### src/bhcr_defines.svh
// Contract
// - The expansion ROM base register reads as all zeros and writes to it are dropped.
// - The interrupt line byte is an 8-bit read/write store, reset to zero, that steers nothing.
// - The interrupt pin byte decodes 0 as no interrupt and 1 to 4 as INTA to INTD; reset is 0.
// - Bridge control bit 0 clear ignores poisoned secondary TLPs; set detects and reports them.
// - Bridge control bit 1 set forwards secondary error messages to the primary side.
// - Forwarded errors are reported upstream only with command or device-control reporting on.
// - Bridge control bit 2 clear forwards every in-range I/O address downstream.
// - Bit 2 set sends in-range I/O below 64 KB in the top 768 bytes of each 1 KB upstream.
// - Bridge control bit 3 set forwards VGA addresses downstream; clear blocks them.
// - Bridge control bit 4 affects VGA I/O decoding only while bit 3 is set.
// - Bit 4 at 0 decodes 10 I/O address bits, so aliases match; at 1 it decodes 16 bits (the code compares all 32 bits).
// - Writing 1 to bridge control bit 6 triggers a secondary bus reset.
`ifndef BHCR_DEFINES_SVH
`define BHCR_DEFINES_SVH
// Register indices; each register owns one word at four times its index
`define BHCR_IDX_ROM 8'h38
`define BHCR_IDX_LINE 8'h3C
`define BHCR_IDX_PIN 8'h3D
`define BHCR_IDX_BRIDGE_CONTROL 8'h3E
// Event words take the free indices after the ROM word so the 8-bit bus still reaches them
`define BHCR_IDX_EVT_STAT 8'h39
`define BHCR_IDX_EVT_MASK 8'h3A
`define BHCR_IDX_ERR_CFG 8'h3B
`define BHCR_ADDR_ROM (8'(`BHCR_IDX_ROM << 2))
`define BHCR_ADDR_LINE (8'(`BHCR_IDX_LINE << 2))
`define BHCR_ADDR_PIN (8'(`BHCR_IDX_PIN << 2))
`define BHCR_ADDR_BRIDGE_CONTROL (8'(`BHCR_IDX_BRIDGE_CONTROL << 2))
`define BHCR_ADDR_EVT_STAT (8'(`BHCR_IDX_EVT_STAT << 2))
`define BHCR_ADDR_EVT_MASK (8'(`BHCR_IDX_EVT_MASK << 2))
`define BHCR_ADDR_ERR_CFG (8'(`BHCR_IDX_ERR_CFG << 2))
`define BHCR_BRIDGE_CONTROL_MASK 16'h005F
`define BHCR_BRIDGE_CONTROL_MASK_LO 8'h5F
`define BHCR_B_POISON 0
`define BHCR_B_ERRFWD 1
`define BHCR_B_ISA 2
`define BHCR_B_VGA 3
`define BHCR_B_VGA16 4
`define BHCR_B_SRST 6
`define BHCR_PIN_MAX 8'h04
`define BHCR_EV_POISON 0
`define BHCR_EV_ERRFWD 1
`define BHCR_EV_SRST 2
`define BHCR_EV_W 3
`define BHCR_ISA_LIMIT 32'h0001_0000
`define BHCR_ISA_TOP_LO 10'h100
`define BHCR_VGA_MEM_LO 32'h000A_0000
`define BHCR_VGA_MEM_HI 32'h000B_FFFF
`define BHCR_VGA_IO_A_LO 10'h3B0
`define BHCR_VGA_IO_A_HI 10'h3BB
`define BHCR_VGA_IO_B_LO 10'h3C0
`define BHCR_VGA_IO_B_HI 10'h3DF
`define BHCR_RESP_OK 2'h0
`define BHCR_RESP_ERR 2'h3
`endif

### src/bhcr_pkg.sv
package bhcr_pkg;
  typedef enum logic [1:0] {BHCR_IDLE = 2'h0, BHCR_RESP = 2'h1} bhcr_bus_t;
  typedef enum logic [2:0] {BHCR_NONE = 3'h0, BHCR_INTA = 3'h1, BHCR_INTB = 3'h2,
    BHCR_INTC = 3'h3, BHCR_INTD = 3'h4} bhcr_pin_t;
endpackage

### src/bhcr_event_bit.sv
`timescale 1ns/1ps
module bhcr_event_bit
  import bhcr_pkg::*;
(
  // Clock and reset
  input wire logic core_clk_in,
  input wire logic rstn_in,
  // Event and clear
  input wire logic event_in,
  input wire logic clear_in,
  output logic flag_out
);
  logic flag;
  logic next_flag;
  // Set wins over a clear in the same cycle
  always_comb
  begin
    next_flag = (flag & ~clear_in) | event_in;
  end
  always_ff @(posedge core_clk_in)
  begin
    if (!rstn_in)
      flag <= 1'b0;
    else
      flag <= next_flag;
  end
  assign flag_out = flag;
endmodule // bhcr_event_bit

### src/bhcr_regs.sv
`timescale 1ns/1ps
`include "bhcr_defines.svh"
module bhcr_regs
  import bhcr_pkg::*;
(
  // Clock and reset
  input wire logic core_clk_in,
  input wire logic rstn_in,
  // AXI4-Lite write
  input wire logic [7:0] s_axi_awaddr_in,
  input wire logic s_axi_awvalid_in,
  output logic s_axi_awready_out,
  input wire logic [31:0] s_axi_wdata_in,
  input wire logic [3:0] s_axi_wstrb_in,
  input wire logic s_axi_wvalid_in,
  output logic s_axi_wready_out,
  output logic [1:0] s_axi_bresp_out,
  output logic s_axi_bvalid_out,
  input wire logic s_axi_bready_in,
  // AXI4-Lite read
  input wire logic [7:0] s_axi_araddr_in,
  input wire logic s_axi_arvalid_in,
  output logic s_axi_arready_out,
  output logic [31:0] s_axi_rdata_out,
  output logic [1:0] s_axi_rresp_out,
  output logic s_axi_rvalid_out,
  input wire logic s_axi_rready_in,
  // Secondary side events
  input wire logic sec_poisoned_tlp_in,
  input wire logic sec_err_msg_in,
  // I/O and memory routing queries
  input wire logic io_in_range_in,
  input wire logic [31:0] io_addr_in,
  input wire logic [31:0] mem_addr_in,
  output logic io_route_down_out,
  output logic io_route_up_out,
  output logic vga_forward_out,
  // Error, reset and interrupt outputs
  output logic poison_report_out,
  output logic err_forward_out,
  output logic secondary_bus_reset_out,
  output logic [2:0] irq_pin_select_out,
  output logic irq_out
);
  // ****************************************
  // Register state
  // ****************************************
  logic [7:0] irq_line_byte;
  logic [7:0] irq_pin_select;
  logic [15:0] bridge_control;
  logic [1:0] err_cfg;
  logic [`BHCR_EV_W-1:0] evt_mask;
  logic [7:0] next_irq_line_byte;
  logic [7:0] next_irq_pin_select;
  logic [15:0] next_bridge_control;
  logic [1:0] next_err_cfg;
  logic [`BHCR_EV_W-1:0] next_evt_mask;
  logic [`BHCR_EV_W-1:0] evt_stat;
  logic [`BHCR_EV_W-1:0] evt_set;
  logic [`BHCR_EV_W-1:0] evt_clr;
  logic [31:0] rd_word;
  logic rd_ok;
  logic wr_ok;
  logic srst_prev;
  // ****************************************
  // Bus slave
  // ****************************************
  bhcr_bus_t wr_st;
  bhcr_bus_t next_wr_st;
  bhcr_bus_t rd_st;
  bhcr_bus_t next_rd_st;
  logic aw_held;
  logic w_held;
  logic next_aw_held;
  logic next_w_held;
  logic [7:0] aw_addr;
  logic [7:0] next_aw_addr;
  logic [31:0] w_data;
  logic [31:0] next_w_data;
  logic [3:0] w_strb;
  logic [3:0] next_w_strb;
  logic [1:0] bresp;
  logic [1:0] next_bresp;
  logic [31:0] rdata;
  logic [31:0] next_rdata;
  logic [1:0] rresp;
  logic [1:0] next_rresp;
  logic do_write;
  assign s_axi_awready_out = (wr_st == BHCR_IDLE) && !aw_held;
  assign s_axi_wready_out = (wr_st == BHCR_IDLE) && !w_held;
  assign s_axi_arready_out = (rd_st == BHCR_IDLE);
  assign s_axi_bvalid_out = (wr_st == BHCR_RESP);
  assign s_axi_rvalid_out = (rd_st == BHCR_RESP);
  assign s_axi_bresp_out = bresp;
  assign s_axi_rresp_out = rresp;
  assign s_axi_rdata_out = rdata;
  always_comb
  begin
    next_aw_held = aw_held;
    next_w_held = w_held;
    next_aw_addr = aw_addr;
    next_w_data = w_data;
    next_w_strb = w_strb;
    next_wr_st = wr_st;
    next_bresp = bresp;
    do_write = 1'b0;
    if (s_axi_awvalid_in && s_axi_awready_out)
    begin
      next_aw_held = 1'b1;
      next_aw_addr = s_axi_awaddr_in;
    end
    if (s_axi_wvalid_in && s_axi_wready_out)
    begin
      next_w_held = 1'b1;
      next_w_data = s_axi_wdata_in;
      next_w_strb = s_axi_wstrb_in;
    end
    unique case (wr_st)
      BHCR_IDLE:
      begin
        if (aw_held && w_held)
        begin
          do_write = 1'b1;
          next_bresp = wr_ok ? `BHCR_RESP_OK : `BHCR_RESP_ERR;
          next_aw_held = 1'b0;
          next_w_held = 1'b0;
          next_wr_st = BHCR_RESP;
        end
      end
      BHCR_RESP:
      begin
        if (s_axi_bready_in)
          next_wr_st = BHCR_IDLE;
      end
      default:
        next_wr_st = BHCR_IDLE;
    endcase
  end
  always_comb
  begin
    next_rd_st = rd_st;
    next_rdata = rdata;
    next_rresp = rresp;
    unique case (rd_st)
      BHCR_IDLE:
      begin
        if (s_axi_arvalid_in)
        begin
          next_rdata = rd_word;
          next_rresp = rd_ok ? `BHCR_RESP_OK : `BHCR_RESP_ERR;
          next_rd_st = BHCR_RESP;
        end
      end
      BHCR_RESP:
      begin
        if (s_axi_rready_in)
          next_rd_st = BHCR_IDLE;
      end
      default:
        next_rd_st = BHCR_IDLE;
    endcase
  end
  always_ff @(posedge core_clk_in)
  begin
    if (!rstn_in)
    begin
      wr_st <= BHCR_IDLE;
      rd_st <= BHCR_IDLE;
      aw_held <= 1'b0;
      w_held <= 1'b0;
      aw_addr <= 8'h00;
      w_data <= 32'h0000_0000;
      w_strb <= 4'h0;
      bresp <= 2'h0;
      rdata <= 32'h0000_0000;
      rresp <= 2'h0;
    end
    else
    begin
      wr_st <= next_wr_st;
      rd_st <= next_rd_st;
      aw_held <= next_aw_held;
      w_held <= next_w_held;
      aw_addr <= next_aw_addr;
      w_data <= next_w_data;
      w_strb <= next_w_strb;
      bresp <= next_bresp;
      rdata <= next_rdata;
      rresp <= next_rresp;
    end
  end
  // ****************************************
  // Register decode
  // ****************************************
  always_comb
  begin
    rd_ok = 1'b1;
    rd_word = 32'h0000_0000;
    unique case ({s_axi_araddr_in[7:2], 2'b00})
      `BHCR_ADDR_ROM: rd_word = 32'h0000_0000;
      `BHCR_ADDR_LINE: rd_word = {24'h00_0000, irq_line_byte};
      `BHCR_ADDR_PIN: rd_word = {24'h00_0000, irq_pin_select};
      `BHCR_ADDR_BRIDGE_CONTROL: rd_word = {16'h0000, bridge_control & `BHCR_BRIDGE_CONTROL_MASK};
      `BHCR_ADDR_EVT_STAT: rd_word = {29'h0000_0000, evt_stat};
      `BHCR_ADDR_EVT_MASK: rd_word = {29'h0000_0000, evt_mask};
      `BHCR_ADDR_ERR_CFG: rd_word = {30'h0000_0000, err_cfg};
      default: rd_ok = 1'b0;
    endcase
  end
  always_comb
  begin
    wr_ok = 1'b1;
    next_irq_line_byte = irq_line_byte;
    next_irq_pin_select = irq_pin_select;
    next_bridge_control = bridge_control;
    next_evt_mask = evt_mask;
    next_err_cfg = err_cfg;
    evt_clr = '0;
    unique case ({aw_addr[7:2], 2'b00})
      `BHCR_ADDR_ROM: wr_ok = 1'b1;
      `BHCR_ADDR_LINE:
        if (do_write && w_strb[0])
          next_irq_line_byte = w_data[7:0];
      `BHCR_ADDR_PIN:
        if (do_write && w_strb[0])
          next_irq_pin_select = w_data[7:0];
      // Upper byte is all reserved, so it is never written and stays zero
      `BHCR_ADDR_BRIDGE_CONTROL:
        if (do_write && w_strb[0])
          next_bridge_control[7:0] = w_data[7:0] & `BHCR_BRIDGE_CONTROL_MASK_LO;
      `BHCR_ADDR_EVT_STAT:
        if (do_write && w_strb[0])
          evt_clr = w_data[`BHCR_EV_W-1:0];
      `BHCR_ADDR_EVT_MASK:
        if (do_write && w_strb[0])
          next_evt_mask = w_data[`BHCR_EV_W-1:0];
      `BHCR_ADDR_ERR_CFG:
        if (do_write && w_strb[0])
          next_err_cfg = w_data[1:0];
      default: wr_ok = 1'b0;
    endcase
  end
  always_ff @(posedge core_clk_in)
  begin
    if (!rstn_in)
    begin
      irq_line_byte <= 8'h00;
      irq_pin_select <= 8'h00;
      bridge_control <= 16'h0000;
      evt_mask <= '0;
      err_cfg <= 2'h0;
      srst_prev <= 1'b0;
    end
    else
    begin
      irq_line_byte <= next_irq_line_byte;
      irq_pin_select <= next_irq_pin_select;
      bridge_control <= next_bridge_control;
      evt_mask <= next_evt_mask;
      err_cfg <= next_err_cfg;
      srst_prev <= bridge_control[`BHCR_B_SRST];
    end
  end
  // ****************************************
  // Bridge behaviour
  // ****************************************
  logic vga_io_hit;
  logic [9:0] io_low;
  logic io_upper_ok;
  assign io_low = io_addr_in[9:0];
  // Only low 10 bits compared unless wide decode is on
  assign io_upper_ok = !bridge_control[`BHCR_B_VGA16] || (io_addr_in[31:10] == 22'h00_0000);
  assign vga_io_hit = ((io_low >= `BHCR_VGA_IO_A_LO && io_low <= `BHCR_VGA_IO_A_HI) ||
    (io_low >= `BHCR_VGA_IO_B_LO && io_low <= `BHCR_VGA_IO_B_HI)) && io_upper_ok;
  logic isa_up;
  assign isa_up = bridge_control[`BHCR_B_ISA] && (io_addr_in < `BHCR_ISA_LIMIT) &&
    (io_low >= `BHCR_ISA_TOP_LO);
  assign io_route_up_out = io_in_range_in && isa_up;
  assign io_route_down_out = (io_in_range_in && !isa_up) ||
    (bridge_control[`BHCR_B_VGA] && vga_io_hit);
  assign vga_forward_out = bridge_control[`BHCR_B_VGA] &&
    ((mem_addr_in >= `BHCR_VGA_MEM_LO && mem_addr_in <= `BHCR_VGA_MEM_HI) || vga_io_hit);
  assign poison_report_out = sec_poisoned_tlp_in && bridge_control[`BHCR_B_POISON];
  assign err_forward_out = sec_err_msg_in && bridge_control[`BHCR_B_ERRFWD] && (|err_cfg);
  assign secondary_bus_reset_out = bridge_control[`BHCR_B_SRST];
  assign irq_pin_select_out = (irq_pin_select <= `BHCR_PIN_MAX) ? irq_pin_select[2:0] : BHCR_NONE;
  // ****************************************
  // Interrupts
  // ****************************************
  assign evt_set[`BHCR_EV_POISON] = poison_report_out;
  assign evt_set[`BHCR_EV_ERRFWD] = err_forward_out;
  assign evt_set[`BHCR_EV_SRST] = bridge_control[`BHCR_B_SRST] && !srst_prev;
  genvar gi;
  generate
    for (gi = 0; gi < `BHCR_EV_W; gi = gi + 1)
    begin : g_evt
      bhcr_event_bit u_bit (
        .core_clk_in(core_clk_in),
        .rstn_in(rstn_in),
        .event_in(evt_set[gi]),
        .clear_in(evt_clr[gi]),
        .flag_out(evt_stat[gi])
      );
    end
  endgenerate
  assign irq_out = |(evt_stat & evt_mask);
endmodule // bhcr_regs

### config.mk
export PLATFORM = sky130hd
export DESIGN_NAME = bhcr_regs
export DESIGN_NICKNAME = d
export VERILOG_FILES = /design/src/bhcr_pkg.sv /design/src/bhcr_event_bit.sv /design/src/bhcr_regs.sv
export VERILOG_INCLUDE_DIRS = /design/src
export SDC_FILE = /design/constraint.sdc
export NUM_CORES = 1
export LEC_CHECK = 0
export ABC_AREA = 0
export BUFFER_PORTS_ARGS = -buffer_cell sky130_fd_sc_hd__buf_2
export CORE_ASPECT_RATIO = 0.5
export CORE_MARGIN = 5
export CORE_UTILIZATION = 30
export CTS_BUF_LIST = sky130_fd_sc_hd__clkbuf_2 sky130_fd_sc_hd__clkbuf_4 sky130_fd_sc_hd__clkbuf_8
export DETAILED_ROUTE_END_ITERATION = 10
export PLACE_DENSITY_LB_ADDON = 0.2
export SLEW_MARGIN = 20
export SYNTH_ARGS = -nofsm -noshare
export SYNTH_HDL_FRONTEND = slang
export SYNTH_SLANG_ARGS = --single-unit
### constraint.sdc
create_clock -name core_clk_in -period 2.1 [get_ports core_clk_in]
set_input_delay 0.63 -clock core_clk_in [delete_from_list [all_inputs] [get_ports core_clk_in]]
set_output_delay 0.63 -clock core_clk_in [all_outputs]
set_load 0.02 [all_outputs]
==> summary.txt, run 1 <==
Clocking
  • CTS sink count: 60
  • Reg clk slew, reported paths: ~60 ps
  • CTS buffer count: 9
  • CTS tree: built
  • # H-tree levels: 3
  • Clock tree buffer depth: 2
  • Clock Root Buffer: clkbuf_8
  • Postcts setup bufs: 0
  • Post-CTS Hold Buffers: 0
  • Clock Latency Late Sink: 340 ps

Hold path
  • Hold path depth: 2
  • Worst Hold End: irq_line_byte[1]$_SDFFE_PN0P_
  • Worst hold path type: flop to flop
  • Hold Path Origin: irq_line_byte[1]$_SDFFE_PN0P_

Setup path
  • Crit path DAT: ~1800 ps
  • Startpoint class of the critical path: input port
  • Worst r2r src: wr_st[0]$_SDFFE_PN0P_
  • Critical Path RT: 1470 ps
  • Flop2flop setup slack: between 500 and 600 ps
  • Worst R2R End: bridge_control[0]$_SDFFE_PN0P_
  • R2R depth: 4
  • Crit Path Category: input port to output pin
  • Max FO, Critical Path: 2
  • Setup crit end kind: output pin

Yosys
  • Largest family of logic cells by synthesized area: simple AND/OR/NAND/NOR gates
  • Area leader, netlist: dfxtp_1
  • Synthesized instance count: between 300 and 400
  • Async set-reset flop share out of synthesis: 0
  • Top cells by area, synth: dfxtp_1, mux2i_1, nand2_1
  • Yosys cell types: 47
  • Synth top area share: 0.409
  • Post-synthesis compound-gate area fraction: 0.133
  • Synthesized cell area: roughly 2900 µm²
  • Seq/Total Area, Yosys: 0.409
  • Ys Warns: 0
  • Mux share of post-synthesis cell area: 0.110
  • Ys flop type: dfxtp_1
  • Seq cells post-synth: 60
  • Syn Area/Cell: between 8 and 9 µm²
  • Simple-Gate Fraction of Synth Area: 0.238
  • Synth Area in XOR/XNOR: 0
  • Post-Synth Adder-Cell Area: 0
  • Number of synthesized flops with an enable pin: 0

Finish
  • Area Overhead vs Synth: 33.0%
  • Fraction of layout cells with a size suffix above 1: 0.333
  • Commonest non-fill, non-tap cell in the layout: buf_2
  • Multi-input logic area: between 1500 and 2000 µm²
  • Most frequent cells in the layout: buf_2, dfxtp_1, nand2_1
  • # fillers: 990
  • ANT cells: 0
  • Register area: roughly 1200 µm²
  • Net count, final: 583

Route
  • DR vias/cell: 4.63
  • DRT Wirelength: roughly 8.5 mm
  • DRT iter0 DRCs: approximately 110
  • DR vias: 2763
  • Final ANT Viol Nets: 0
  • Number of iterations in the first detailed-routing pass: 5
  • DR WL/cell: between 10 and 15 µm
  • Drt drc: 0

Timing
  • Setup WS post-layout: -302 ps
  • Setup-failing EPs final: 3
  • Hold Fails Final Rpt: 0
  • Period Utilization, post-route: 1.14
  • Clock Skews: about 8.0 ps
  • RSZ-0062 raised after global routing: true
  • Minimum clock period: 2400 ps
  • Max-slew headroom: 0.628
  • Fmax: roughly 420 MHz
  • Setup TNS: -711 ps
  • Fin. max-slew vios: 0
  • Worst Max-Slew Pin Slew: ~560 ps

Power
  • PnR Total Power: roughly 2.5 mW
  • P_leak: roughly 1.8 nW
  • Worst vdd ir: 0.000329 V
  • Power density cells: around 650 nW/µm²

Floorplanning
  • Die Ht: between 70 and 80 µm
  • Row Count: 25
  • Chip Width: around 150 µm
  • Core Region: approximately 9500 µm²
  • IO Count: ~180
  • Starting Density: 0.310
  • Full die area: approximately 12000 µm²

Global route
  • Vias in the first global route: approximately 2700
  • Grt ovf: 0
  • Largest net degree at the start of global routing: 22
  • Total GRT Usage: 0.143
  • First-pass GRT wire length: about 13 mm
  • Initial antenna violation count: 0

Placed design
  • GP Congestion: 0.732
  • DP HPWL: around 6.5 mm
  • Setup WS pre-CTS: -417 ps
  • Buffers on Ports: 102

Flow run
  • Max_cap viols: 0

Outcome
  • Status: finished with violations
  • Failing checks: negative setup slack
==> worst max-delay path by stage <==
stage                               from                end  slack [ps]  cells past startpoint
after floorplan           io_addr_in[30]  io_route_down_out        -110                      4
after global placement    io_addr_in[22]  io_route_down_out        -390                      7
after detailed placement  io_addr_in[22]  io_route_down_out        -420                      7
after CTS                 io_addr_in[17]  io_route_down_out        -320                      6
after global routing      io_addr_in[28]  io_route_down_out        -370                      6
final                     io_addr_in[13]  io_route_down_out        -300                      6
==> layer usage <==
layer	track usage	vias up	share of wire
li1	-	1398	-
met1	0.190	1246	0.47
met2	0.219	111	0.42
met3	0.0476	8	0.093
met4	0.0438	0	0.011
met5	0	-	0
==> Yosys cell counts, types with 2 or more instances <==
cell and count:
a211oi_1 2, a21oi_1 21, a22oi_1 2, a31oi_1 3
a32o_1 3, and2_1 4, and3_1 4, buf_1 3
buf_2 7, buf_4 26, clkbuf_1 8, dfxtp_1 60
inv_1 9, mux2i_1 31, nand2_1 60, nand2b_1 3
nand3_1 14, nand4_1 3, nor2_1 18, nor2b_1 5
nor3_1 3, nor4_1 10, nor4b_1 4, o211a_1 2
o211ai_1 2, o21ai_0 22
==> report_power, final <==
group	switching, mW	internal (mW)
Combinational	0.194	0.128
Sequential	0.0263	1.17
Clock	0.441	0.564
Total	0.661	1.86
==> worst max-delay path: stages <==
cell	delay [ps]
buf_2	100
nor4_2	250
nand2_1	100
o31a_1	370
o22ai_4	180
buf_6	140
==> what timing repair did <==
action,CTS,global route
pin swaps,8,4
setup endpoints to repair,4,6
gates resized for setup,13,11
==> sequential cells by signal, summed over array words and instances, names as in the netlist, 2 cells and up <==
register,cells
irq_line_byte,8
err_cfg,2
w_data,8
s_axi_rdata_out,8
evt_mask,3
g_evt.u_bit.flag_out,3
bridge_control,6
aw_addr,6
irq_pin_select,8
==> area by class of cell <==
| cell class | instances | area share |
|---|---|---|
| clock inverter | 1 | 0.00128 |
| sequential | 60 | 0.308 |
| inverter | 9 | 0.00865 |
| timing repair buffer | 118 | 0.178 |
| multi-input combinational | 259 | 0.413 |
| clock buffer | 15 | 0.0481 |
| tap | 135 | 0.0433 |
==> through the flow <==
stage / instances / instance area (µm²) / util / hold WS (ps)
floorplan: 373 / 3080 / - / 433
global placement: 581 / 3600 / 0.380 / 441
detailed placement: 581 / 3600 / 0.380 / 452
CTS: 597 / 3860 / 0.407 / 463
global route: 597 / 3900 / 0.412 / 483
finish: 597 / 3900 / 0.412 / 459
==> kinds of logic (layout without fill, tap and decap cells) <==
family / after synthesis / in the layout
AOI/OAI and AO/OA: 64 / 64
buffers and inverters: 54 / 143
DFF: 60 / 60
muxes: 32 / 32
other: 1 / 24
and+or+nand+nor: 139 / 139
Note: power is estimated with default switching activity, not from simulation.
==> run 2, diff against run 1 <==
--- a/config.mk
+++ b/config.mk
@@ -8,10 +8,13 @@
 export LEC_CHECK = 0
 export ABC_AREA = 0
 export BUFFER_PORTS_ARGS = -buffer_cell sky130_fd_sc_hd__buf_2
+export CELL_PAD_IN_SITES_DETAIL_PLACEMENT = 1
+export CELL_PAD_IN_SITES_GLOBAL_PLACEMENT = 1
 export CORE_ASPECT_RATIO = 0.5
 export CORE_MARGIN = 5
-export CORE_UTILIZATION = 30
+export CORE_UTILIZATION = 31
 export CTS_BUF_LIST = sky130_fd_sc_hd__clkbuf_2 sky130_fd_sc_hd__clkbuf_4 sky130_fd_sc_hd__clkbuf_8
+export CTS_CLUSTER_SIZE = 16
 export DETAILED_ROUTE_END_ITERATION = 10
 export PLACE_DENSITY_LB_ADDON = 0.2
 export SLEW_MARGIN = 20
==> summary.txt, run 2 (synthesized netlist as in run 1, its figures left out) <==
Floorplanning
  • IO Count: 177
  • Row Count: 25
  • Starting Density: 0.315
  • Full die area: about 12000 µm²
  • Core Region: roughly 9300 µm²
  • Die Ht: between 70 and 80 µm
  • Chip Width: 148 µm

Setup path
  • Critical path's largest stage delay: about 370 ps
  • Gate family responsible for the most delay along the worst path: compound AO/OA/AOI/OAI gates
  • Startpoint class of the critical path: input port
  • Crit Path Category: input port to output pin
  • Crit path DAT: between 1500 and 2000 ps
  • Buffers & Inverters on Critical Path: 2
  • Slowest-stage cell, CP: o31a_1
  • Critical Path RT: 1470 ps
  • Max FO, Critical Path: 2
  • Critical Path, Cell by Cell: buf_2 > nor4_2 > nand2_1 > o31a_1 > o22ai_4 > buf_6
  • Setup crit end kind: output pin

Global route
  • Largest net degree at the start of global routing: 33
  • Grt ovf: 0
  • Vias in the first global route: roughly 2800
  • Initial antenna violation count: 0
  • First-pass GRT wire length: approximately 14 mm
  • Total GRT Usage: 0.154

Route
  • DR vias/cell: 4.73
  • Met1 Routed Length: between 4 and 5 mm
  • Final ANT Viol Nets: 0
  • Drt drc: 0
  • DRT Wirelength: ~9 mm
  • WL met2: between 4 and 5 mm
  • Top sig layer: met4
  • Number of iterations in the first detailed-routing pass: 4
  • DR WL/cell: about 16 µm
  • DR vias: between 2000 and 3000
  • Wire length on met3: between 700 and 800 µm
  • DRT iter0 DRCs: between 90 and 100

Power
  • Worst vdd ir: 0.000419 V
  • P_leak: approximately 1.9 nW
  • Power density cells: 639 nW/µm²

Timing
  • Setup WS post-layout: -311 ps
  • Hold Slack: 457 ps
  • Minimum clock period: ~2400 ps
  • Hold Fails Final Rpt: 0
  • Fin. max-slew vios: 0
  • Period Utilization, post-route: 1.15
  • Fmax: 415 MHz
  • Setup TNS: -761 ps
  • Clock Skews: around 7.3 ps
  • Max-slew headroom: 0.600
  • Setup-failing EPs final: 3
  • RSZ-0062 raised after global routing: true
  • Worst Max-Slew Pin Slew: 594 ps

Placed design
  • Buffers on Ports: 102
  • GP Congestion: around 0.76
  • DP HPWL: about 7 mm

Finish
  • Final core occ: 0.419
  • Net count, final: around 580
  • ANT cells: 0
  • Area Overhead vs Synth: 33.1%
  • Commonest non-fill, non-tap cell in the layout: buf_2
  • Most frequent cells in the layout: buf_2, nand2_1, dfxtp_1
  • # fillers: 1155
  • Fraction of layout cells with a size suffix above 1: 0.328

Clocking
  • Postcts setup bufs: 0
  • Clock tree buffer depth: 2
  • CTS buffer count: 9
  • Reg clk slew, reported paths: around 60 ps
  • # H-tree levels: 3
  • Clock Latency Late Sink: 340 ps
  • CTS tree: built
  • CTS sink count: 60
  • Post-CTS Hold Buffers: 0
  • Clock Root Buffer: clkbuf_8

Outcome
  • Failing checks: negative setup slack
  • Status: finished with violations

Flow run
  • Max_cap viols: 0

Hold path
  • Worst hold path type: flop to flop
-- run 2: worst reg2reg max path: stages, from the launching register on --
cell      delay, ps
dfxtp_1         340
nand2b_1        380
nor4_1          640
a32o_1          200
-- run 2: power by group --
group	total (mW)	switching (mW)	internal [mW]
sequential	1.20	0.0266	1.17
combinational	0.327	0.198	0.128
clock	0.973	0.455	0.518
total	2.50	0.680	1.82
-- run 2: worst paths after layout --
path,start,to,slack (ps),cells past startpoint
setup reg to reg,rd_st[0]$_SDFFE_PN0P_,s_axi_rdata_out[6]$_SDFFE_PN0P_,480,3
setup / recovery,io_addr_in[12],io_route_down_out,-310,6
hold reg to reg,irq_line_byte[1]$_SDFFE_PN0P_,irq_line_byte[1]$_SDFFE_PN0P_,460,2
hold / removal,irq_line_byte[1]$_SDFFE_PN0P_,irq_line_byte[1]$_SDFFE_PN0P_,460,2
-- run 2: what timing repair did --
item | 4_1_cts | 5_1_grt
pin swaps | 5 | 5
setup endpoints to repair | 3 | 6
gates resized for setup | 13 | 16
-- run 2: metal layers --
| layer | up-vias | GRT usage |
|---|---|---|
| met5 | - | 0 |
| met4 | 0 | 0.0409 |
| met3 | 6 | 0.0507 |
| met2 | 105 | 0.248 |
| met1 | 1251 | 0.200 |
| li1 | 1389 | - |
-- run 2: cell type report --
class	instances	area, µm²	share of cell area
Timing Repair Buffer	116	697	0.178
Clock inverter	4	22.5	0.00577
Clock buffer	12	165	0.0423
Multi-Input combinational cell	259	1630	0.418
Inverter	9	33.8	0.00865
Tap cell	121	151	0.0388
Sequential cell	60	1200	0.308
-- run 2: per-stage QoR --
step / instance area, µm² / cells / total power [mW] / setup WS, ps
floorplan: 3080 / 373 / 1.43 / -108
global placement: 3570 / 565 / 1.53 / -438
global route: 3910 / 581 / 2.64 / -379
detailed placement: 3570 / 565 / 1.53 / -424
CTS: 3820 / 581 / 2.52 / -349
finish: 3910 / 581 / 2.50 / -311
==> run 3, diff against run 2 <==
--- a/config.mk
+++ b/config.mk
@@ -10,7 +10,7 @@
 export BUFFER_PORTS_ARGS = -buffer_cell sky130_fd_sc_hd__buf_2
 export CELL_PAD_IN_SITES_DETAIL_PLACEMENT = 1
 export CELL_PAD_IN_SITES_GLOBAL_PLACEMENT = 1
-export CORE_ASPECT_RATIO = 0.5
+export CORE_ASPECT_RATIO = 1.25
 export CORE_MARGIN = 5
 export CORE_UTILIZATION = 31
 export CTS_BUF_LIST = sky130_fd_sc_hd__clkbuf_2 sky130_fd_sc_hd__clkbuf_4 sky130_fd_sc_hd__clkbuf_8
==> summary.txt, run 3 (synthesized netlist as in run 1, its figures left out) <==
Hold path
  • Worst Hold End: w_data[5]$_SDFFE_PN0P_
  • Hold path depth: 2
  • Hold Path Origin: w_data[5]$_SDFFE_PN0P_
  • Worst hold path type: flop to flop

Power
  • PnR Total Power: between 2 and 3 mW
  • P_leak: roughly 1.9 nW
  • Power density cells: around 700 nW/µm²
  • Worst vdd ir: between 0.0005 and 0.0006 V

Setup path
  • Max FO, Critical Path: 2
  • Setup crit end kind: output pin
  • Critical Path RT: ~1500 ps
  • Startpoint class of the critical path: input port
  • Crit path launch: io_addr_in[12]
  • Worst R2R End: bridge_control[3]$_SDFFE_PN0P_
  • Flop2flop setup slack: 530 ps
  • Crit path DAT: 1790 ps
  • Crit Path Category: input port to output pin
  • R2R depth: 4
  • Worst r2r src: wr_st[0]$_SDFFE_PN0P_

Floorplanning
  • Full die area: roughly 12000 µm²
  • Starting Density: 0.318
  • Row Count: 39
  • Chip Width: between 90 and 100 µm
  • Core Region: between 9000 and 10000 µm²
  • Die Ht: 119 µm
  • IO Count: between 150 and 200

Timing
  • Hold Slack: between 400 and 500 ps
  • Clock Skews: 8.20 ps
  • Fin. max-slew vios: 0
  • Setup-failing EPs final: 3
  • Period Utilization, post-route: 1.15
  • RSZ-0062 raised after global routing: true
  • Hold Fails Final Rpt: 0
  • Fmax: between 400 and 500 MHz
  • Minimum clock period: 2420 ps
  • Setup WS post-layout: -321 ps

Clocking
  • # H-tree levels: 3
  • Clock Latency Late Sink: ~330 ps
  • Postcts setup bufs: 0
  • Reg clk slew, reported paths: approximately 60 ps
  • CTS sink count: 60
  • CTS buffer count: 9
  • CTS tree: built
  • Clock Root Buffer: clkbuf_8
  • Clock tree buffer depth: 2

Global route
  • GRT busiest layer: met2
  • Vias in the first global route: 2905
  • Met3 usage: 0.0336
  • Total GRT Usage: 0.150
  • Initial antenna violation count: 0
  • GR Layer Usage met2: 0.256
  • Met1 Use GR: 0.183
  • Grt ovf: 0
  • Largest net degree at the start of global routing: 25
  • First-pass GRT wire length: 14.3 mm

Route
  • Number of iterations in the first detailed-routing pass: 4
  • Drt drc: 0
  • DR WL/cell: between 10 and 15 µm
  • DR vias/cell: ~4.7
  • Final ANT Viol Nets: 0
  • DR vias: about 2800
  • DRT iter0 DRCs: between 100 and 150
  • DRT Wirelength: 8.59 mm

Placed design
  • Setup WS pre-CTS: -395 ps
  • Placed Instances: roughly 570
  • DP HPWL: between 6 and 7 mm
  • Buffers on Ports: 102
  • GP Congestion: 0.780

Finish
  • Most frequent cells in the layout: buf_2, dfxtp_1, nand2_1
  • Area Overhead vs Synth: 34.9%
  • Non-filler cells, final: 584
  • Commonest non-fill, non-tap cell in the layout: buf_2
  • Fraction of layout cells with a size suffix above 1: 0.328
  • ANT cells: 0
  • Net count, final: roughly 580
  • Final core occ: 0.429

Flow run
  • Max_cap viols: 0

Outcome
  • Failing checks: negative setup slack
  • Status: finished with violations
-- run 3: how the worst max path moves through the flow --
stage / end / cells after the start
after floorplan: io_route_down_out / 4
after global placement: io_route_down_out / 6
after detailed placement: io_route_down_out / 6
after CTS: io_route_down_out / 6
after global routing: io_route_down_out / 6
final: io_route_down_out / 6
-- run 3: area by class of cell --
cell class | count | area, µm²
Clock inverter | 3 | 67.6
Multi-Input combinational cell | 259 | 1630
Timing Repair Buffer | 117 | 698
Inverter | 9 | 33.8
Fill cell | 1157 | 5260
Clock buffer | 13 | 173
Tap cell | 123 | 154
Sequential cell | 60 | 1200
-- run 3: metal layers --
layer / routed length, µm / share of wire
met2: 4170 / 0.48
met4: 121 / 0.014
met5: 0 / 0
met3: 551 / 0.064
met1: 3750 / 0.44
-- run 3: metrics by stage --
| stage | instance area [µm²] | TNS [ps] |
|---|---|---|
| 2_1_floorplan | 3080 | -206 |
| 3_3_place_gp | 3580 | -940 |
| 3_5_place_dp | 3580 | -1040 |
| 4_1_cts | 3920 | -757 |
| 5_1_grt | 3960 | -959 |
| 6_report | 3960 | -775 |
-- run 3: critical path, stage by stage --
cell and delay, ps:
buf_2 110, nor4_4 240, nand2_1 110, o31a_1 380, o22ai_4 170, buf_6 140
-- run 3: what timing repair did --
| item | in CTS | in global routing |
|---|---|---|
| endpoints found under the setup margin | 3 | 5 |
| endpoints found under the hold margin | 0 | 0 |
| pin swaps | 9 | 5 |
| hold buffers | 0 | 0 |
| resized for setup | 20 | 6 |
-- run 3: power breakdown --
group / internal (mW) / total [mW] / switching, mW
Sequential: 1.17 / 1.19 / 0.0253
Combinational: 0.129 / 0.325 / 0.196
Clock: 0.779 / 1.22 / 0.439
Total: 2.08 / 2.74 / 0.660
